--- src/dual_role_timer_pkg.sv ---
/*
  constants of the dual-role session timer: register indices and byte
  addresses, field positions, reset values and tick timing.
  assumes a 32-bit axi4-lite register bus and a 25 mhz block clock.
*/
package dual_role_timer_pkg;
  // bus shape
  localparam int          ADDR_W        = 12;
  localparam int          DATA_W        = 32;
  localparam int          IDX_W         = 10;
  localparam logic [1:0]  RESP_OKAY     = 2'h0;
  localparam logic [1:0]  RESP_SLVERR   = 2'h2;
  // timer register halves: indices, byte address is four times the index
  localparam logic [IDX_W-1:0] IDX_LOW_SET   = 10'h0f8;
  localparam logic [IDX_W-1:0] IDX_LOW_CLR   = 10'h0fa;
  localparam logic [IDX_W-1:0] IDX_HIGH_SET  = 10'h0fc;
  localparam logic [IDX_W-1:0] IDX_HIGH_CLR  = 10'h0fe;
  // block-local registers, byte addresses
  localparam logic [ADDR_W-1:0] ADDR_IRQ_STATUS = 12'h000;
  localparam logic [ADDR_W-1:0] ADDR_IRQ_CLEAR  = 12'h004;
  localparam logic [ADDR_W-1:0] ADDR_IRQ_ENABLE = 12'h008;
  localparam logic [ADDR_W-1:0] ADDR_RISE_EN    = 12'h00c;
  localparam logic [ADDR_W-1:0] ADDR_FALL_EN    = 12'h010;
  localparam logic [ADDR_W-1:0] ADDR_TIMER_STATE = 12'h014;
  // fields
  localparam int          HALF_W        = 16;
  localparam int          PRELOAD_W     = 24;
  localparam int          PRELOAD_HI_W  = 8;
  localparam int          RUN_BIT       = 15;   // bit 31 of the whole register
  localparam logic [15:0] HIGH_WR_MASK  = 16'h80ff;
  localparam logic [15:0] HALF_RESET    = 16'h0000;
  localparam int          EDGE_BIT      = 9;
  localparam int          EV_RISE       = 0;
  localparam int          EV_FALL       = 1;
  localparam int          EV_W          = 2;
  localparam int          TIMEOUT_FLAG_BIT = 31;
  // tick timing
  localparam int          TICK_TIME_NS  = 10000;  // 0.01 ms
  localparam int          CLK_PERIOD_NS = 40;
  localparam int          TICK_CYCLES   = TICK_TIME_NS / CLK_PERIOD_NS;
  localparam int          DIV_W         = 12;
endpackage

--- src/dual_role_session_timer.sv ---
/*
  dual-role session timer: 24-bit preload interval timer with a run bit,
  reached as two 16-bit halves with set and clear addresses over axi4-lite,
  with timeout edge events, sticky status, enable and one interrupt line.
  assumes a single 25 mhz clock and a well-behaved axi4-lite master.
*/
// Function
// - one 32-bit register as two halves
// - low half set F8h, clear FAh
// - high half set FCh, clear FEh
// - run bit one loads preload, starts counting
// - run bit cleared halts the counter
// - timeout clears run bit by itself
// - preload in bits 23:0, 30:24 reserved
// - counter advances every 0.01 ms tick
// - timeout edges raise events via bit-9 enables
`timescale 1ns/1ns
module dual_role_session_timer
  import dual_role_timer_pkg::*;
#(
  parameter int TICK_DIV = TICK_CYCLES
) (
  input  wire logic              aclk,
  input  wire logic              aresetn,
  input  wire logic [ADDR_W-1:0] awaddr,
  input  wire logic              awvalid,
  output logic                   awready,
  input  wire logic [DATA_W-1:0] wdata,
  input  wire logic [3:0]        wstrb,
  input  wire logic              wvalid,
  output logic                   wready,
  output logic [1:0]             bresp,
  output logic                   bvalid,
  input  wire logic              bready,
  input  wire logic [ADDR_W-1:0] araddr,
  input  wire logic              arvalid,
  output logic                   arready,
  output logic [DATA_W-1:0]      rdata,
  output logic [1:0]             rresp,
  output logic                   rvalid,
  input  wire logic              rready,
  output logic                   irq
);

  logic                 aw_held_ff, w_held_ff, awready_ff, wready_ff;
  logic [ADDR_W-1:0]    awaddr_ff;
  logic [DATA_W-1:0]    wdata_ff;
  logic [3:0]           wstrb_ff;
  logic                 bvalid_ff, arready_ff, rvalid_ff;
  logic [1:0]           bresp_ff, rresp_ff;
  logic [DATA_W-1:0]    rdata_ff;
  logic [HALF_W-1:0]    low_ff, high_ff, nxt_low, nxt_high;
  logic [PRELOAD_W-1:0] cnt_ff;
  logic [DIV_W-1:0]     div_ff;
  logic                 timeout_ff, prev_timeout_ff;
  logic                 rise_en_ff, fall_en_ff;
  logic [EV_W-1:0]      irq_status_ff, irq_enable_ff, nxt_status, events;
  logic                 irq_ff;
  logic                 wr_fire, hit_ls, hit_lc, hit_hs, hit_hc, wr_known;
  logic [IDX_W-1:0]     wr_idx;
  logic [HALF_W-1:0]    wdata16;
  logic                 run, start, stop, tick, timeout_evt;

  assign awready = awready_ff;
  assign wready  = wready_ff;
  assign bvalid  = bvalid_ff;
  assign bresp   = bresp_ff;
  assign arready = arready_ff;
  assign rvalid  = rvalid_ff;
  assign rdata   = rdata_ff;
  assign rresp   = rresp_ff;
  assign irq     = irq_ff;

  // write address and data are taken in either order and held
  assign wr_fire = aw_held_ff && w_held_ff && !bvalid_ff;

  always_ff @(posedge aclk) begin
    if (!aresetn) begin
      aw_held_ff <= 1'b0;
      awready_ff <= 1'b0;
      awaddr_ff  <= '0;
    end else if (awvalid && awready_ff) begin
      aw_held_ff <= 1'b1;
      awready_ff <= 1'b0;
      awaddr_ff  <= awaddr;
    end else if (wr_fire) begin
      aw_held_ff <= 1'b0;
      awready_ff <= 1'b1;
    end else if (!aw_held_ff) begin
      awready_ff <= 1'b1;
    end
  end

  always_ff @(posedge aclk) begin
    if (!aresetn) begin
      w_held_ff <= 1'b0;
      wready_ff <= 1'b0;
      wdata_ff  <= '0;
      wstrb_ff  <= '0;
    end else if (wvalid && wready_ff) begin
      w_held_ff <= 1'b1;
      wready_ff <= 1'b0;
      wdata_ff  <= wdata;
      wstrb_ff  <= wstrb;
    end else if (wr_fire) begin
      w_held_ff <= 1'b0;
      wready_ff <= 1'b1;
    end else if (!w_held_ff) begin
      wready_ff <= 1'b1;
    end
  end

  // address decode of the held write; halves sit at index times four
  assign wr_idx   = awaddr_ff[ADDR_W-1:2];
  assign hit_ls   = wr_fire && wr_idx == IDX_LOW_SET;
  assign hit_lc   = wr_fire && wr_idx == IDX_LOW_CLR;
  assign hit_hs   = wr_fire && wr_idx == IDX_HIGH_SET;
  assign hit_hc   = wr_fire && wr_idx == IDX_HIGH_CLR;
  assign wr_known = hit_ls || hit_lc || hit_hs || hit_hc ||
                    awaddr_ff == ADDR_IRQ_CLEAR || awaddr_ff == ADDR_IRQ_ENABLE ||
                    awaddr_ff == ADDR_RISE_EN || awaddr_ff == ADDR_FALL_EN;
  assign wdata16  = wdata_ff[HALF_W-1:0] & {{8{wstrb_ff[1]}}, {8{wstrb_ff[0]}}};

  // write response, unmapped writes answer slverr
  always_ff @(posedge aclk) begin
    if (!aresetn) begin
      bvalid_ff <= 1'b0;
      bresp_ff  <= RESP_OKAY;
    end else if (wr_fire) begin
      bvalid_ff <= 1'b1;
      bresp_ff  <= wr_known ? RESP_OKAY : RESP_SLVERR;
    end else if (bready) begin
      bvalid_ff <= 1'b0;
    end
  end

  // run control: set address with run bit starts, clear address halts
  assign run   = high_ff[RUN_BIT];
  assign start = hit_hs && wdata16[RUN_BIT];
  assign stop  = hit_hc && wdata16[RUN_BIT];
  assign tick  = run && div_ff == DIV_W'(TICK_DIV - 1);
  assign timeout_evt = tick && cnt_ff <= PRELOAD_W'(1) && !start && !stop;

  // next half contents: ones set or clear, zeros leave bits alone
  always_comb begin
    nxt_low  = (low_ff & ~(hit_lc ? wdata16 : HALF_RESET)) |
               (hit_ls ? wdata16 : HALF_RESET);
    nxt_high = ((high_ff & ~(hit_hc ? wdata16 : HALF_RESET)) |
                (hit_hs ? wdata16 : HALF_RESET)) & HIGH_WR_MASK;
    if (timeout_evt) begin
      nxt_high[RUN_BIT] = 1'b0;
    end
  end

  // the timer register itself, both halves
  always_ff @(posedge aclk) begin
    if (!aresetn) begin
      low_ff  <= HALF_RESET;
      high_ff <= HALF_RESET;
    end else begin
      low_ff  <= nxt_low;
      high_ff <= nxt_high;
    end
  end

  // tick divider, restarted on every start
  always_ff @(posedge aclk) begin
    if (!aresetn) begin
      div_ff <= '0;
    end else if (start || !run || tick) begin
      div_ff <= '0;
    end else begin
      div_ff <= div_ff + DIV_W'(1);
    end
  end

  // counter: load preload on start, count down one per tick
  always_ff @(posedge aclk) begin
    if (!aresetn) begin
      cnt_ff <= '0;
    end else if (start) begin
      cnt_ff <= {nxt_high[PRELOAD_HI_W-1:0], low_ff};
    end else if (tick && !stop && cnt_ff != '0) begin
      cnt_ff <= cnt_ff - PRELOAD_W'(1);
    end
  end

  // timeout status, cleared when a new interval starts
  always_ff @(posedge aclk) begin
    if (!aresetn) begin
      timeout_ff      <= 1'b0;
      prev_timeout_ff <= 1'b0;
    end else begin
      prev_timeout_ff <= timeout_ff;
      if (timeout_evt) begin
        timeout_ff <= 1'b1;
      end else if (start) begin
        timeout_ff <= 1'b0;
      end
    end
  end

  // edge events of the timeout status, selected by the edge enables
  assign events[EV_RISE] = rise_en_ff && timeout_ff && !prev_timeout_ff;
  assign events[EV_FALL] = fall_en_ff && !timeout_ff && prev_timeout_ff;
  assign nxt_status = (irq_status_ff &
                       ~((wr_fire && awaddr_ff == ADDR_IRQ_CLEAR) ?
                         wdata_ff[EV_W-1:0] : '0)) | events;

  // sticky status, enables and the interrupt line; set wins over clear
  always_ff @(posedge aclk) begin
    if (!aresetn) begin
      irq_status_ff <= '0;
      irq_enable_ff <= '0;
      rise_en_ff    <= 1'b0;
      fall_en_ff    <= 1'b0;
      irq_ff        <= 1'b0;
    end else begin
      irq_status_ff <= nxt_status;
      irq_ff        <= |(nxt_status & irq_enable_ff);
      if (wr_fire && awaddr_ff == ADDR_IRQ_ENABLE && wstrb_ff[0]) begin
        irq_enable_ff <= wdata_ff[EV_W-1:0];
      end
      if (wr_fire && awaddr_ff == ADDR_RISE_EN && wstrb_ff[1]) begin
        rise_en_ff <= wdata_ff[EDGE_BIT];
      end
      if (wr_fire && awaddr_ff == ADDR_FALL_EN && wstrb_ff[1]) begin
        fall_en_ff <= wdata_ff[EDGE_BIT];
      end
    end
  end

  // read channel: one read at a time, answered the cycle after it is taken
  always_ff @(posedge aclk) begin
    if (!aresetn) begin
      arready_ff <= 1'b0;
      rvalid_ff  <= 1'b0;
      rdata_ff   <= '0;
      rresp_ff   <= RESP_OKAY;
    end else if (arvalid && arready_ff) begin
      arready_ff <= 1'b0;
      rvalid_ff  <= 1'b1;
      rresp_ff   <= RESP_OKAY;
      rdata_ff   <= '0;
      unique case (1'b1)
        araddr[ADDR_W-1:2] == IDX_LOW_SET,
        araddr[ADDR_W-1:2] == IDX_LOW_CLR: begin
          rdata_ff[HALF_W-1:0] <= low_ff;
        end
        araddr[ADDR_W-1:2] == IDX_HIGH_SET,
        araddr[ADDR_W-1:2] == IDX_HIGH_CLR: begin
          rdata_ff[HALF_W-1:0] <= high_ff;
        end
        araddr == ADDR_IRQ_STATUS: rdata_ff[EV_W-1:0] <= irq_status_ff;
        araddr == ADDR_IRQ_CLEAR:  rdata_ff <= '0;
        araddr == ADDR_IRQ_ENABLE: rdata_ff[EV_W-1:0] <= irq_enable_ff;
        araddr == ADDR_RISE_EN:    rdata_ff[EDGE_BIT] <= rise_en_ff;
        araddr == ADDR_FALL_EN:    rdata_ff[EDGE_BIT] <= fall_en_ff;
        araddr == ADDR_TIMER_STATE: begin
          rdata_ff[PRELOAD_W-1:0]   <= cnt_ff;
          rdata_ff[TIMEOUT_FLAG_BIT] <= timeout_ff;
        end
        default: rresp_ff <= RESP_SLVERR;
      endcase
    end else if (rvalid_ff && rready) begin
      rvalid_ff  <= 1'b0;
      arready_ff <= 1'b1;
    end else if (!rvalid_ff) begin
      arready_ff <= 1'b1;
    end
  end
endmodule

--- config.mk ---
export PLATFORM = sky130hd
export DESIGN_NAME = dual_role_session_timer
export DESIGN_NICKNAME = d
export VERILOG_FILES = /design/src/dual_role_timer_pkg.sv /design/src/dual_role_session_timer.sv
export SDC_FILE = /design/constraint.sdc
export NUM_CORES = 1
export LEC_CHECK = 0
export BUFFER_PORTS_ARGS = -buffer_cell sky130_fd_sc_hd__buf_2
export CELL_PAD_IN_SITES_DETAIL_PLACEMENT = 0
export CELL_PAD_IN_SITES_GLOBAL_PLACEMENT = 1
export CORE_ASPECT_RATIO = 1.1
export CORE_MARGIN = 10
export CORE_UTILIZATION = 43
export CTS_BUF_LIST = sky130_fd_sc_hd__clkbuf_4 sky130_fd_sc_hd__clkbuf_8
export DETAILED_ROUTE_END_ITERATION = 12
export GPL_TIMING_DRIVEN = 1
export MAX_ROUTING_LAYER = met4
export PLACE_DENSITY_LB_ADDON = 0.1
export SYNTH_ARGS = -nofsm -noshare
export SYNTH_HDL_FRONTEND = slang
export SYNTH_SLANG_ARGS = --single-unit
export TNS_END_PERCENT = 30
--- constraint.sdc ---
create_clock -name aclk -period 3.1 [get_ports aclk]
set_input_delay 0 -clock aclk [delete_from_list [all_inputs] [get_ports aclk]]
set_output_delay 0 -clock aclk [all_outputs]
set_load 0.02 [all_outputs]
==> Word-level counts from Yosys, hierarchy flattened <==
Index checks and enable logic that the tools add are counted.
{ "word_totals": {"memories": 0, "output_inout_bits": 42, "inputBits": 67, "mem_bits_rw": 0, "latch_bits": 0, "mem_bits_ro": 0, "ff_bits": 143, "wordCells": 153} }
{ "classes": {"div_mod_pow": 0, "n_shift": 0, "magnitude_cmp": 1, "addsub": 2, "n_eq_ne": 21, "n_bitwise": 12, "mul": 0, "n_reduce_logical": 61, "mux": 30} }
{ "ops": {"columns": ["cell", "count"], "rows": [
  ["10-bit by 8-bit equality test with 1-bit output (second input constant)", 8],
  ["16-bit 2-to-1 mux", 4],
  ["16-bit AND", 3],
  ["12-bit by 4-bit equality test with 1-bit output (second input constant)", 4],
  ["24-bit 2-to-1 mux", 2],
  ["12-bit by 5-bit equality test with 1-bit output (second input constant)", 3],
  ["16-bit inverter", 2],
  ["16-bit bitwise OR", 2],
  ["1-bit logical AND", 29],
  ["12-bit by 3-bit equality test with 1-bit output (second input constant)", 2],
  ["24-bit by 1-bit less-or-equal comparator with 1-bit output (second input constant)", 1],
  ["24-bit nonzero test", 1],
  ["24-bit by 1-bit subtractor with 24-bit output (second input constant)", 1],
  ["7-bit case mux with 3 select lines", 1],
  ["6-bit case mux with 3 select lines", 1],
  ["1-bit 2-to-1 mux", 16],
  ["2-bit OR reduction", 8],
  ["12-bit by 1-bit adder with 12-bit output (second input constant)", 1],
  ["12-bit by 8-bit equality test with 1-bit output (second input constant)", 1],
  ["12-bit logical NOT", 1],
  ["2-bit nonzero test", 6],
  ["2-bit case mux with 5 select lines", 1],
  ["10-bit OR reduction", 1],
  ["1-bit logical OR", 9],
  ["other kinds (9)", 19]
]} }

==> Logic depth before layout (Yosys ltp) <==
Gate-level depths: netlist of the first run.
{ "depth": {"word_depth": 11, "mapped_depth": 9, "ltp_nobuf": 8} }

==> Least setup slack after synthesis of the first run <==
No wires, ideal clock.
{ "synth_path": {"path_type": "reg2reg", "start": "register bvalid_ff, in the netlist bvalid", "end": "register cnt_ff[2]", "t_arrival_ns": 2.147, "required_time_ns": 3.014, "setup_ns": 0.086, "setup_slack_ns": 0.868, "period_less_slack_ns": 2.232, "path_buffers": 2, "stages_incl_launch_ff": 9, "path_cell_list": "dfxtp_1 or4b_4 or3_1 buf_2 o21ai_0 buf_2 nor2_1 xnor2_1 a211oi_1"} }
{ "synth_between": {"elab_chain_len": 8, "elab_cells_between_ends": 11, "cone_classes": "mux: 1; reduce/logical: 10"} }
{ "synth_rtl": {"columns": ["item", "line", "text"], "rows": [
  ["from (decl)", "dual_role_session_timer.sv:49", "logic bvalid_ff, arready_ff, rvalid_ff;"],
  ["from (signal assigned)", "dual_role_session_timer.sv:127", "bvalid_ff <= 1'b0;"],
  ["from (signal assigned)", "dual_role_session_timer.sv:130", "bvalid_ff <= 1'b1;"],
  ["from (signal assigned)", "dual_role_session_timer.sv:133", "bvalid_ff <= 1'b0;"],
  ["1-bit logical NOT (*)", "dual_role_session_timer.sv:75", "assign wr_fire = aw_held_ff && w_held_ff && !bvalid_ff;"],
  ["1-bit logical AND (*)", "dual_role_session_timer.sv:75", null],
  ["1-bit logical AND", "dual_role_session_timer.sv:118", "assign hit_hc = wr_fire && wr_idx == IDX_HIGH_CLR;"],
  ["1-bit logical AND", "dual_role_session_timer.sv:140", "assign stop = hit_hc && wdata16[RUN_BIT];"],
  ["1-bit logical NOT", "dual_role_session_timer.sv:183", "end else if (tick && !stop && cnt_ff != '0) begin"],
  ["1-bit logical AND (2 in series)", "dual_role_session_timer.sv:183", null],
  ["2-bit nonzero test (no line)", null, null],
  ["to (signal assigned)", "dual_role_session_timer.sv:182", "cnt_ff <= {nxt_high[PRELOAD_HI_W-1:0], low_ff};"],
  ["to (signal assigned)", "dual_role_session_timer.sv:184", "cnt_ff <= cnt_ff - PRELOAD_W'(1);"],
  ["to (decl)", "dual_role_session_timer.sv:53", "logic [PRELOAD_W-1:0] cnt_ff;"]
]} }
Mark *: on every way between the ends. The rest lies on a longest branch, timed or not.
A chain may end at the register's enable or synchronous reset.

==> Final worst setup path of the first run <==
{ "layout_path": {"start": "register div_ff[0]", "end": "register cnt_ff[11]"} }
{ "layout_between": {"elab_chain_len": 5} }
{ "layout_rtl": {"columns": ["item", "line", "text"], "rows": [
  ["from (decl)", "dual_role_session_timer.sv:54", "logic [DIV_W-1:0] div_ff;"],
  ["from (signal assigned)", "dual_role_session_timer.sv:173", "div_ff <= div_ff + DIV_W'(1);"],
  ["12-bit by 8-bit equality test with 1-bit output", "dual_role_session_timer.sv:141", "assign tick = run && div_ff == DIV_W'(TICK_DIV - 1);"],
  ["1-bit logical AND", "dual_role_session_timer.sv:141", null],
  ["1-bit logical AND (2 in series)", "dual_role_session_timer.sv:183", null],
  ["2-bit nonzero test (no line)", null, null]
]} }
Every way passes these cells.

==> flow_metrics.env, run 1 <==
export IMPL_dr_first_iter_drc_count=288
export IMPL_reg2reg_slack_ns=0.33
export IMPL_worst_pin_slew_ns=1.043
export IMPL_multi_input_area_sq_mm=0.003098
export IMPL_detail_route_antenna_nets=0
export IMPL_chipHeight_microns=144.2
export IMPL_dr_pass1_iters=4
export IMPL_totalWireLength_microns=16640
export IMPL_grt_util_all_layers_pct=17.97
export IMPL_final_cell_area_sq_mm=0.007345
export IMPL_asyncSetResetFlopFracSynth_pct=0
export IMPL_worst_path_max_delay_cell="a311oi_1"
export IMPL_boundaryPins=109
export IMPL_slew_headroom_pct=29.96
export IMPL_netlist_instances=736
export IMPL_sink_count_of_the_clock_tree=134
export IMPL_groute_layer_met2_usage_pct=30.74
export IMPL_timing_critical_path_cells="ha_1 > nor4bb_1 > nand3_1 > a311oi_1 > buf_4 > nand3_1 > xor2_1 > a21oi_1"
export IMPL_synth_largest_area_cell="dfxtp_1"
export IMPL_cts_post_setup_buffers_inserted=0
export IMPL_placement_rows=45
export IMPL_syn_avg_cell_area_sq_um=8.197
export IMPL_number_of_antenna_violations_at_the_first_check_in_global_routing=0
export IMPL_rr_startpoint="div_ff[0]$_SDFF_PP0_"
export IMPL_worstReg2RegEnd="cnt_ff[11]$_SDFFE_PN0P_"
export IMPL_place_gp_congestion=0.8601
export IMPL_worst_setup_path_start_kind="flop"
export IMPL_setup_tns_ns=0
export IMPL_sequential_fraction_of_the_synthesis_area_pct=44.46
export IMPL_final_max_slew_violation_count=0
export IMPL_worst_r2r_cell_count=8
export IMPL_floorplan_initialDensity_pct=43.74
export IMPL_grt_first_pass_wirelength_microns=26930
export IMPL_clock_insertion_delay_at_the_later_pin_of_the_skew_report_ns=0.45
export IMPL_setup_viol=0
export IMPL_synth_ff_latch_count=134
export IMPL_synth_flop_cell="dfxtp_1"
export IMPL_peakVddDrop_v=0.0003157
export IMPL_detailed_place_area_sq_mm=0.006556
export IMPL_via_count=5520
export IMPL_total_power_uw=3695
export IMPL_number_of_global_route_vias_before_repair=5365
export IMPL_htree_levels=4
export IMPL_numPortBuffers=81
export IMPL_grt_peak_use_layer="met2"
export IMPL_grt_ovfl_total=0
export IMPL_finalCriticalPeriod_ns=2.765
export IMPL_critical_path_top_cell_by_count="nand3_1"
export IMPL_final_setup_skew_ns=0.009994
export IMPL_area_sequential_sq_mm=0.002683
export IMPL_cts_buffers=17
export IMPL_cts_reportedPaths_clkPinSlew_ns=0.07
export IMPL_fmax_mhz=361.7
export IMPL_holdCritStartpoint="aresetn"
export IMPL_critical_path_max_fanout=8
export IMPL_synth_top_cells_by_area="dfxtp_1, nand2_1, a21oi_1"
export IMPL_grt_setup_unrepaired="no"
export IMPL_remaining_drc_errors=0
export IMPL_timing_critical_path_to_type="flop"
export IMPL_clock_tree_from_tritoncts="done"
export IMPL_gr_usage_met3_pct=3.296
export IMPL_floorplan_die_area_sq_mm=0.01917
export IMPL_cp_top_family="compound AO/OA/AOI/OAI gates"
export IMPL_hold_path_end="timeout_ff$_SDFFE_PN0P_"
export IMPL_power_density_cell_area_mw_per_mm2=503.1
export IMPL_routed_via_count_divided_by_cell_count=5.323
export IMPL_yosysWarnings=0
export IMPL_maximum_number_of_pins_on_one_net_before_global_route_repair=41
export IMPL_synth_top_cells_by_count="dfxtp_1, nand2_1, a21oi_1"
export IMPL_synth_top_cell_area_share_pct=44.46
export IMPL_wire_per_inst_microns=16.05
export IMPL_yosys_cell_types_count=55
export IMPL_global_route_usage_met1_pct=20.41
export IMPL_outcome="finished, final reports clean"
export IMPL_syn_cell_area_sq_mm=0.006033
export IMPL_synth_enable_flop_cells=0
export IMPL_setup_worst_path_class="reg -> reg"
export IMPL_power_leakage_uw=0.002742
export IMPL_ctsLongestPathBuffers=2
export IMPL_dieWidth_microns=132.9
export IMPL_layout_worst_path_cycle_share_pct=89.20
export IMPL_layout_nets=909
export IMPL_cap_violations=0
export IMPL_critical_path_s_largest_stage_delay_ns=0.83
export IMPL_place_detailed_hpwl_microns=12350
export IMPL_required_ns=3.42
export IMPL_yosysMostFrequentCell="dfxtp_1"
export IMPL_critical_path_arrival_ns=3.09
export IMPL_hp_class="in -> reg"
export IMPL_fill_cells=1392
export IMPL_cp_num_buf_inv=1
export IMPL_num_antenna_cells=0
export IMPL_hold_path_cell_count=3
export IMPL_root_buf_cell="clkbuf_8"
export IMPL_layout_area_overhead_vs_synth_pct=21.73
export IMPL_final_hold_viol_count=0
export IMPL_core_region_area_sq_mm=0.01379
export IMPL_post_route_cells_drive_above_1_share_pct=16.49
==> metal layers <==
| metal | part of all wire (%) | vias up | wire length [microns] |
|---|---|---|---|
| li1 | - | 2789 | - |
| met2 | 51 | 103 | 8471 |
| met3 | 3.5 | 23 | 582 |
| met4 | 1.9 | 0 | 319 |
| met1 | 44 | 2605 | 7267 |
| met5 | 0 | - | 0 |
==> state kept, by name, indices dropped and copies added, names as in the netlist, 2 cells and up <==
register	cells
div_ff	12
cnt_ff	24
low_ff	16
high_ff	9
wdata_ff	16
irq_enable_ff	2
awaddr_ff	12
irq_status_ff	2
wstrb_ff	2
rdata	25
==> through the flow <==
step / utilization [%] / hold slack, ns / instances / setup slack [ns]
2_1_floorplan: - / 0.1360 / 744 / 0.8676
3_3_place_gp: 47.53 / 0.2406 / 974 / 0.4607
3_5_place_dp: 47.53 / 0.2462 / 974 / 0.4258
4_1_cts: 53.24 / 0.02518 / 1037 / 0.3682
5_1_grt: 53.24 / 0.06670 / 1037 / 0.01479
6_report: 53.24 / 0.04337 / 1037 / 0.3349
==> worst register-to-register path: cells and delay by family, from the launching register on <==
family	cells	cell delay, ns
and+or+nand+nor	3	0.68
buffers and inverters	1	0.32
DFF	1	0.39
AOI/OAI and AO/OA	2	0.92
adders and majority gates	1	0.15
xor gates and xnor gates	1	0.19
==> how the worst max path moves through the flow <==
stage / start / endpoint / slack (ns) / cells after the start
after floorplan: bvalid$_SDFFE_PN0P_ / cnt_ff[2]$_SDFFE_PN0P_ / 0.87 / 8
after global placement: div_ff[0]$_SDFF_PP0_ / cnt_ff[23]$_SDFFE_PN0P_ / 0.46 / 8
after detailed placement: div_ff[0]$_SDFF_PP0_ / cnt_ff[11]$_SDFFE_PN0P_ / 0.43 / 8
after CTS: div_ff[0]$_SDFF_PP0_ / cnt_ff[11]$_SDFFE_PN0P_ / 0.37 / 8
after global routing: div_ff[0]$_SDFF_PP0_ / cnt_ff[21]$_SDFFE_PN0P_ / 0.01 / 8
final: div_ff[0]$_SDFF_PP0_ / cnt_ff[11]$_SDFFE_PN0P_ / 0.33 / 8
==> cells by family (layout without fill, tap and decap cells) <==
kind of cell    count (synthesis)  in the layout  share of synthesized area, %
other cells                     1              9                       0.06216
compound gates                177            177                         17.09
xor+xnor                       32             32                         4.645
fa+ha+maj                       5              5                         1.037
simple gates                  310            310                         25.05
flops                         134            134                         44.46
buf+inv                        60            165                         4.687
mux                            17             17                         2.966
==> power breakdown <==
part / leakage, uW / internal (uW) / switching, uW
Clock: 0.000232 / 1040 / 649
Sequential: 0.00108 / 1750 / 27.7
Combinational: 0.00143 / 93.2 / 131
Total: 0.00274 / 2890 / 808
==> cell usage in the layout (no fill, tap or decap), types with 5 or more instances in the layout <==
cell and count:
a21oi_1 80, a22oi_1 21, and2_1 9, buf_2 81, buf_4 15, bufinv_16 5
clkbuf_8 20, conb_1 9, dfxtp_1 134, dlygate4sd3_1 32, ha_1 5, inv_1 5
mux2_2 7, mux2i_1 10, nand2_1 117, nand3_1 38, nand4_1 10, nand4b_1 5
nor2_1 56, nor3_1 21, nor4_1 10, o21a_1 7, o21ai_0 45, o31ai_1 8
or3_1 5, or4_1 6, xnor2_1 15, xor2_1 17
==> timing repair <==
item	CTS	global route
hold buffers	32	0
hold endpoints to repair	33	0
gates resized for setup	0	0
==> area by class of cell <==
class	count	area share [%]
multi-input combinational	550	42.18
sequential	134	36.52
timing repair buffer	128	11.41
clock buffer	23	4.055
tap	188	3.203
clock inverter	8	2.317
inverter	6	0.3066
Power figures use the tool's default switching activity.
==> inputs of run 2 (changes only) <==
SETUP_SLACK_MARGIN = 0.5   (was unset)
==> flow_metrics.env, run 2 (synthesis gave the netlist of run 1 again) <==
export IMPL_outcome="finished, final reports clean"
export IMPL_cell_internal_pwr_uw=2886
export IMPL_final_max_slew_violation_count=0
export IMPL_p_switching_uw=810.7
export IMPL_setup_tns_ns=0
export IMPL_cp_top_family="simple AND/OR/NAND/NOR gates"
export IMPL_critical_path_s_largest_stage_delay_ns=0.61
export IMPL_multi_input_area_sq_mm=0.003132
export IMPL_fmax_mhz=415.8
export IMPL_boundaryPins=109
export IMPL_placement_rows=45
export IMPL_critical_path_arrival_ns=2.73
export IMPL_post_route_cells_drive_above_1_share_pct=17.47
export IMPL_layout_area_overhead_vs_synth_pct=22.79
export IMPL_worst_pin_slew_ns=0.8631
export IMPL_power_density_cell_area_mw_per_mm2=499.0
export IMPL_cap_violations=0
export IMPL_grt_util_all_layers_pct=17.97
export IMPL_dieWidth_microns=132.9
export IMPL_finalCriticalPeriod_ns=2.405
export IMPL_most_common_layout_cells="dfxtp_1, nand2_1, buf_2"
export IMPL_place_gp_congestion=0.8601
export IMPL_switching_share_pct=21.93
export IMPL_groute_layer_met2_usage_pct=30.71
export IMPL_global_route_usage_met1_pct=20.44
export IMPL_clock_tree_from_tritoncts="done"
export IMPL_floorplan_die_area_sq_mm=0.01917
export IMPL_fill_cells=1385
export IMPL_hp_class="in -> reg"
export IMPL_worst_setup_path_start_kind="flop"
export IMPL_number_of_global_route_vias_before_repair=5363
export IMPL_worst_path_max_delay_cell="or4_4"
export IMPL_clock_insertion_delay_at_the_later_pin_of_the_skew_report_ns=0.45
export IMPL_core_region_area_sq_mm=0.01379
export IMPL_cts_buffers=17
export IMPL_maximum_number_of_pins_on_one_net_before_global_route_repair=41
export IMPL_routed_via_count_divided_by_cell_count=5.319
export IMPL_sink_count_of_the_clock_tree=134
export IMPL_grt_first_pass_wirelength_microns=26920
export IMPL_p_clk_share_pct=45.8
export IMPL_power_combinational_fraction_pct=6.1
export IMPL_slew_headroom_pct=42.21
export IMPL_totalWireLength_microns=16660
export IMPL_power_frac_seq_pct=48.1
export IMPL_cp_num_buf_inv=0
export IMPL_final_setup_skew_ns=0.009437
export IMPL_critical_path_max_fanout=16
export IMPL_place_detailed_hpwl_microns=12350
export IMPL_timing_critical_path_cells="or4b_4 > or4_4 > o21a_1 > o31ai_1 > a21oi_1"
export IMPL_layout_nets=913
export IMPL_via_count=5537
export IMPL_timing_critical_path_to_type="flop"
export IMPL_detail_route_antenna_nets=0
export IMPL_wire_per_inst_microns=16.01
export IMPL_ctsLongestPathBuffers=2
export IMPL_dr_pass1_iters=5
export IMPL_number_of_antenna_violations_at_the_first_check_in_global_routing=0
export IMPL_numPortBuffers=81
export IMPL_setup_worst_path_class="reg -> reg"
export IMPL_peakVddDrop_v=0.0003158
export IMPL_required_ns=3.42
export IMPL_largest_reg_flops=25
export IMPL_setup_viol=0
export IMPL_dr_first_iter_drc_count=247
export IMPL_gr_usage_met3_pct=3.296
export IMPL_root_buf_cell="clkbuf_8"
export IMPL_grt_peak_use_layer="met2"
export IMPL_htree_levels=4
export IMPL_power_leakage_uw=0.002766
export IMPL_final_common_cell="dfxtp_1"
export IMPL_final_hold_viol_count=0
export IMPL_cts_reportedPaths_clkPinSlew_ns=0.07
export IMPL_grt_setup_unrepaired="no"
export IMPL_num_antenna_cells=0
export IMPL_floorplan_initialDensity_pct=43.74
export IMPL_chipHeight_microns=144.2
export IMPL_area_sequential_sq_mm=0.002683
export IMPL_grt_ovfl_total=0
export IMPL_total_power_uw=3697
export IMPL_remaining_drc_errors=0
export IMPL_layout_worst_path_cycle_share_pct=77.57
-- run 2: what timing repair did --
item,4_1_cts,5_1_grt
hold endpoints to repair,33,0
setup buffers,0,4
pin swaps,0,2
endpoints found under the setup margin,9,22
gates resized for setup,1,5
hold buffers,32,0
-- run 2: stage by stage --
step / setup WS, ns / hold WS [ns] / std cells / instance area, sq um / utilization, %
2_1_floorplan: 0.8676 / 0.1360 / 744 / 6063 / -
3_3_place_gp: 0.4607 / 0.2406 / 974 / 6556 / 47.53
3_5_place_dp: 0.4258 / 0.2462 / 974 / 6556 / 47.53
4_1_cts: 0.4708 / 0.02518 / 1037 / 7351 / 53.29
5_1_grt: 0.5017 / 0.06670 / 1041 / 7408 / 53.71
6_report: 0.6952 / 0.04514 / 1041 / 7408 / 53.71
-- run 2: worst paths after layout --
check	startpoint	to	slack (ns)	depth (start not counted)
max reg2reg	bvalid$_SDFFE_PN0P_	cnt_ff[21]$_SDFFE_PN0P_	0.70	5
min	aresetn	timeout_ff$_SDFFE_PN0P_	0.05	3
min reg2reg	rdata[7]$_SDFFE_PN0P_	rdata[7]$_SDFFE_PN0P_	0.45	2
max	bvalid$_SDFFE_PN0P_	cnt_ff[21]$_SDFFE_PN0P_	0.70	5
-- run 2: worst register-to-register path, cell delays in order (launching register included) --
cell	delay [ns]
dfxtp_1	0.36
or4b_4	0.57
or4_4	0.61
o21a_1	0.24
o31ai_1	0.43
a21oi_1	0.07
-- run 2: routing by layer --
| metal | share of wire, % | vias up | wire [microns] |
|---|---|---|---|
| met5 | 0 | - | 0 |
| met4 | 2.0 | 0 | 337 |
| met3 | 3.4 | 25 | 567 |
| met2 | 51 | 118 | 8519 |
| met1 | 43 | 2599 | 7239 |
| li1 | - | 2795 | - |
-- run 2: cell type report --
class	instances	share of cell area, %
timing repair buffer	132	11.72
inverter	6	0.3040
clock buffer	23	4.020
tap	188	3.175
sequential	134	36.21
clock inverter	8	2.297
multi-input combinational	550	42.27
-- run 2: power groups by stage --
stage | logic, uW | registers [uW] | clock network (uW)
2_1_floorplan | 128 | 1820 | 0
3_3_place_gp | 194 | 1820 | 0
3_5_place_dp | 195 | 1820 | 0
4_1_cts | 226 | 1780 | 1720
5_1_grt | 251 | 1780 | 1790
6_report | 225 | 1780 | 1690
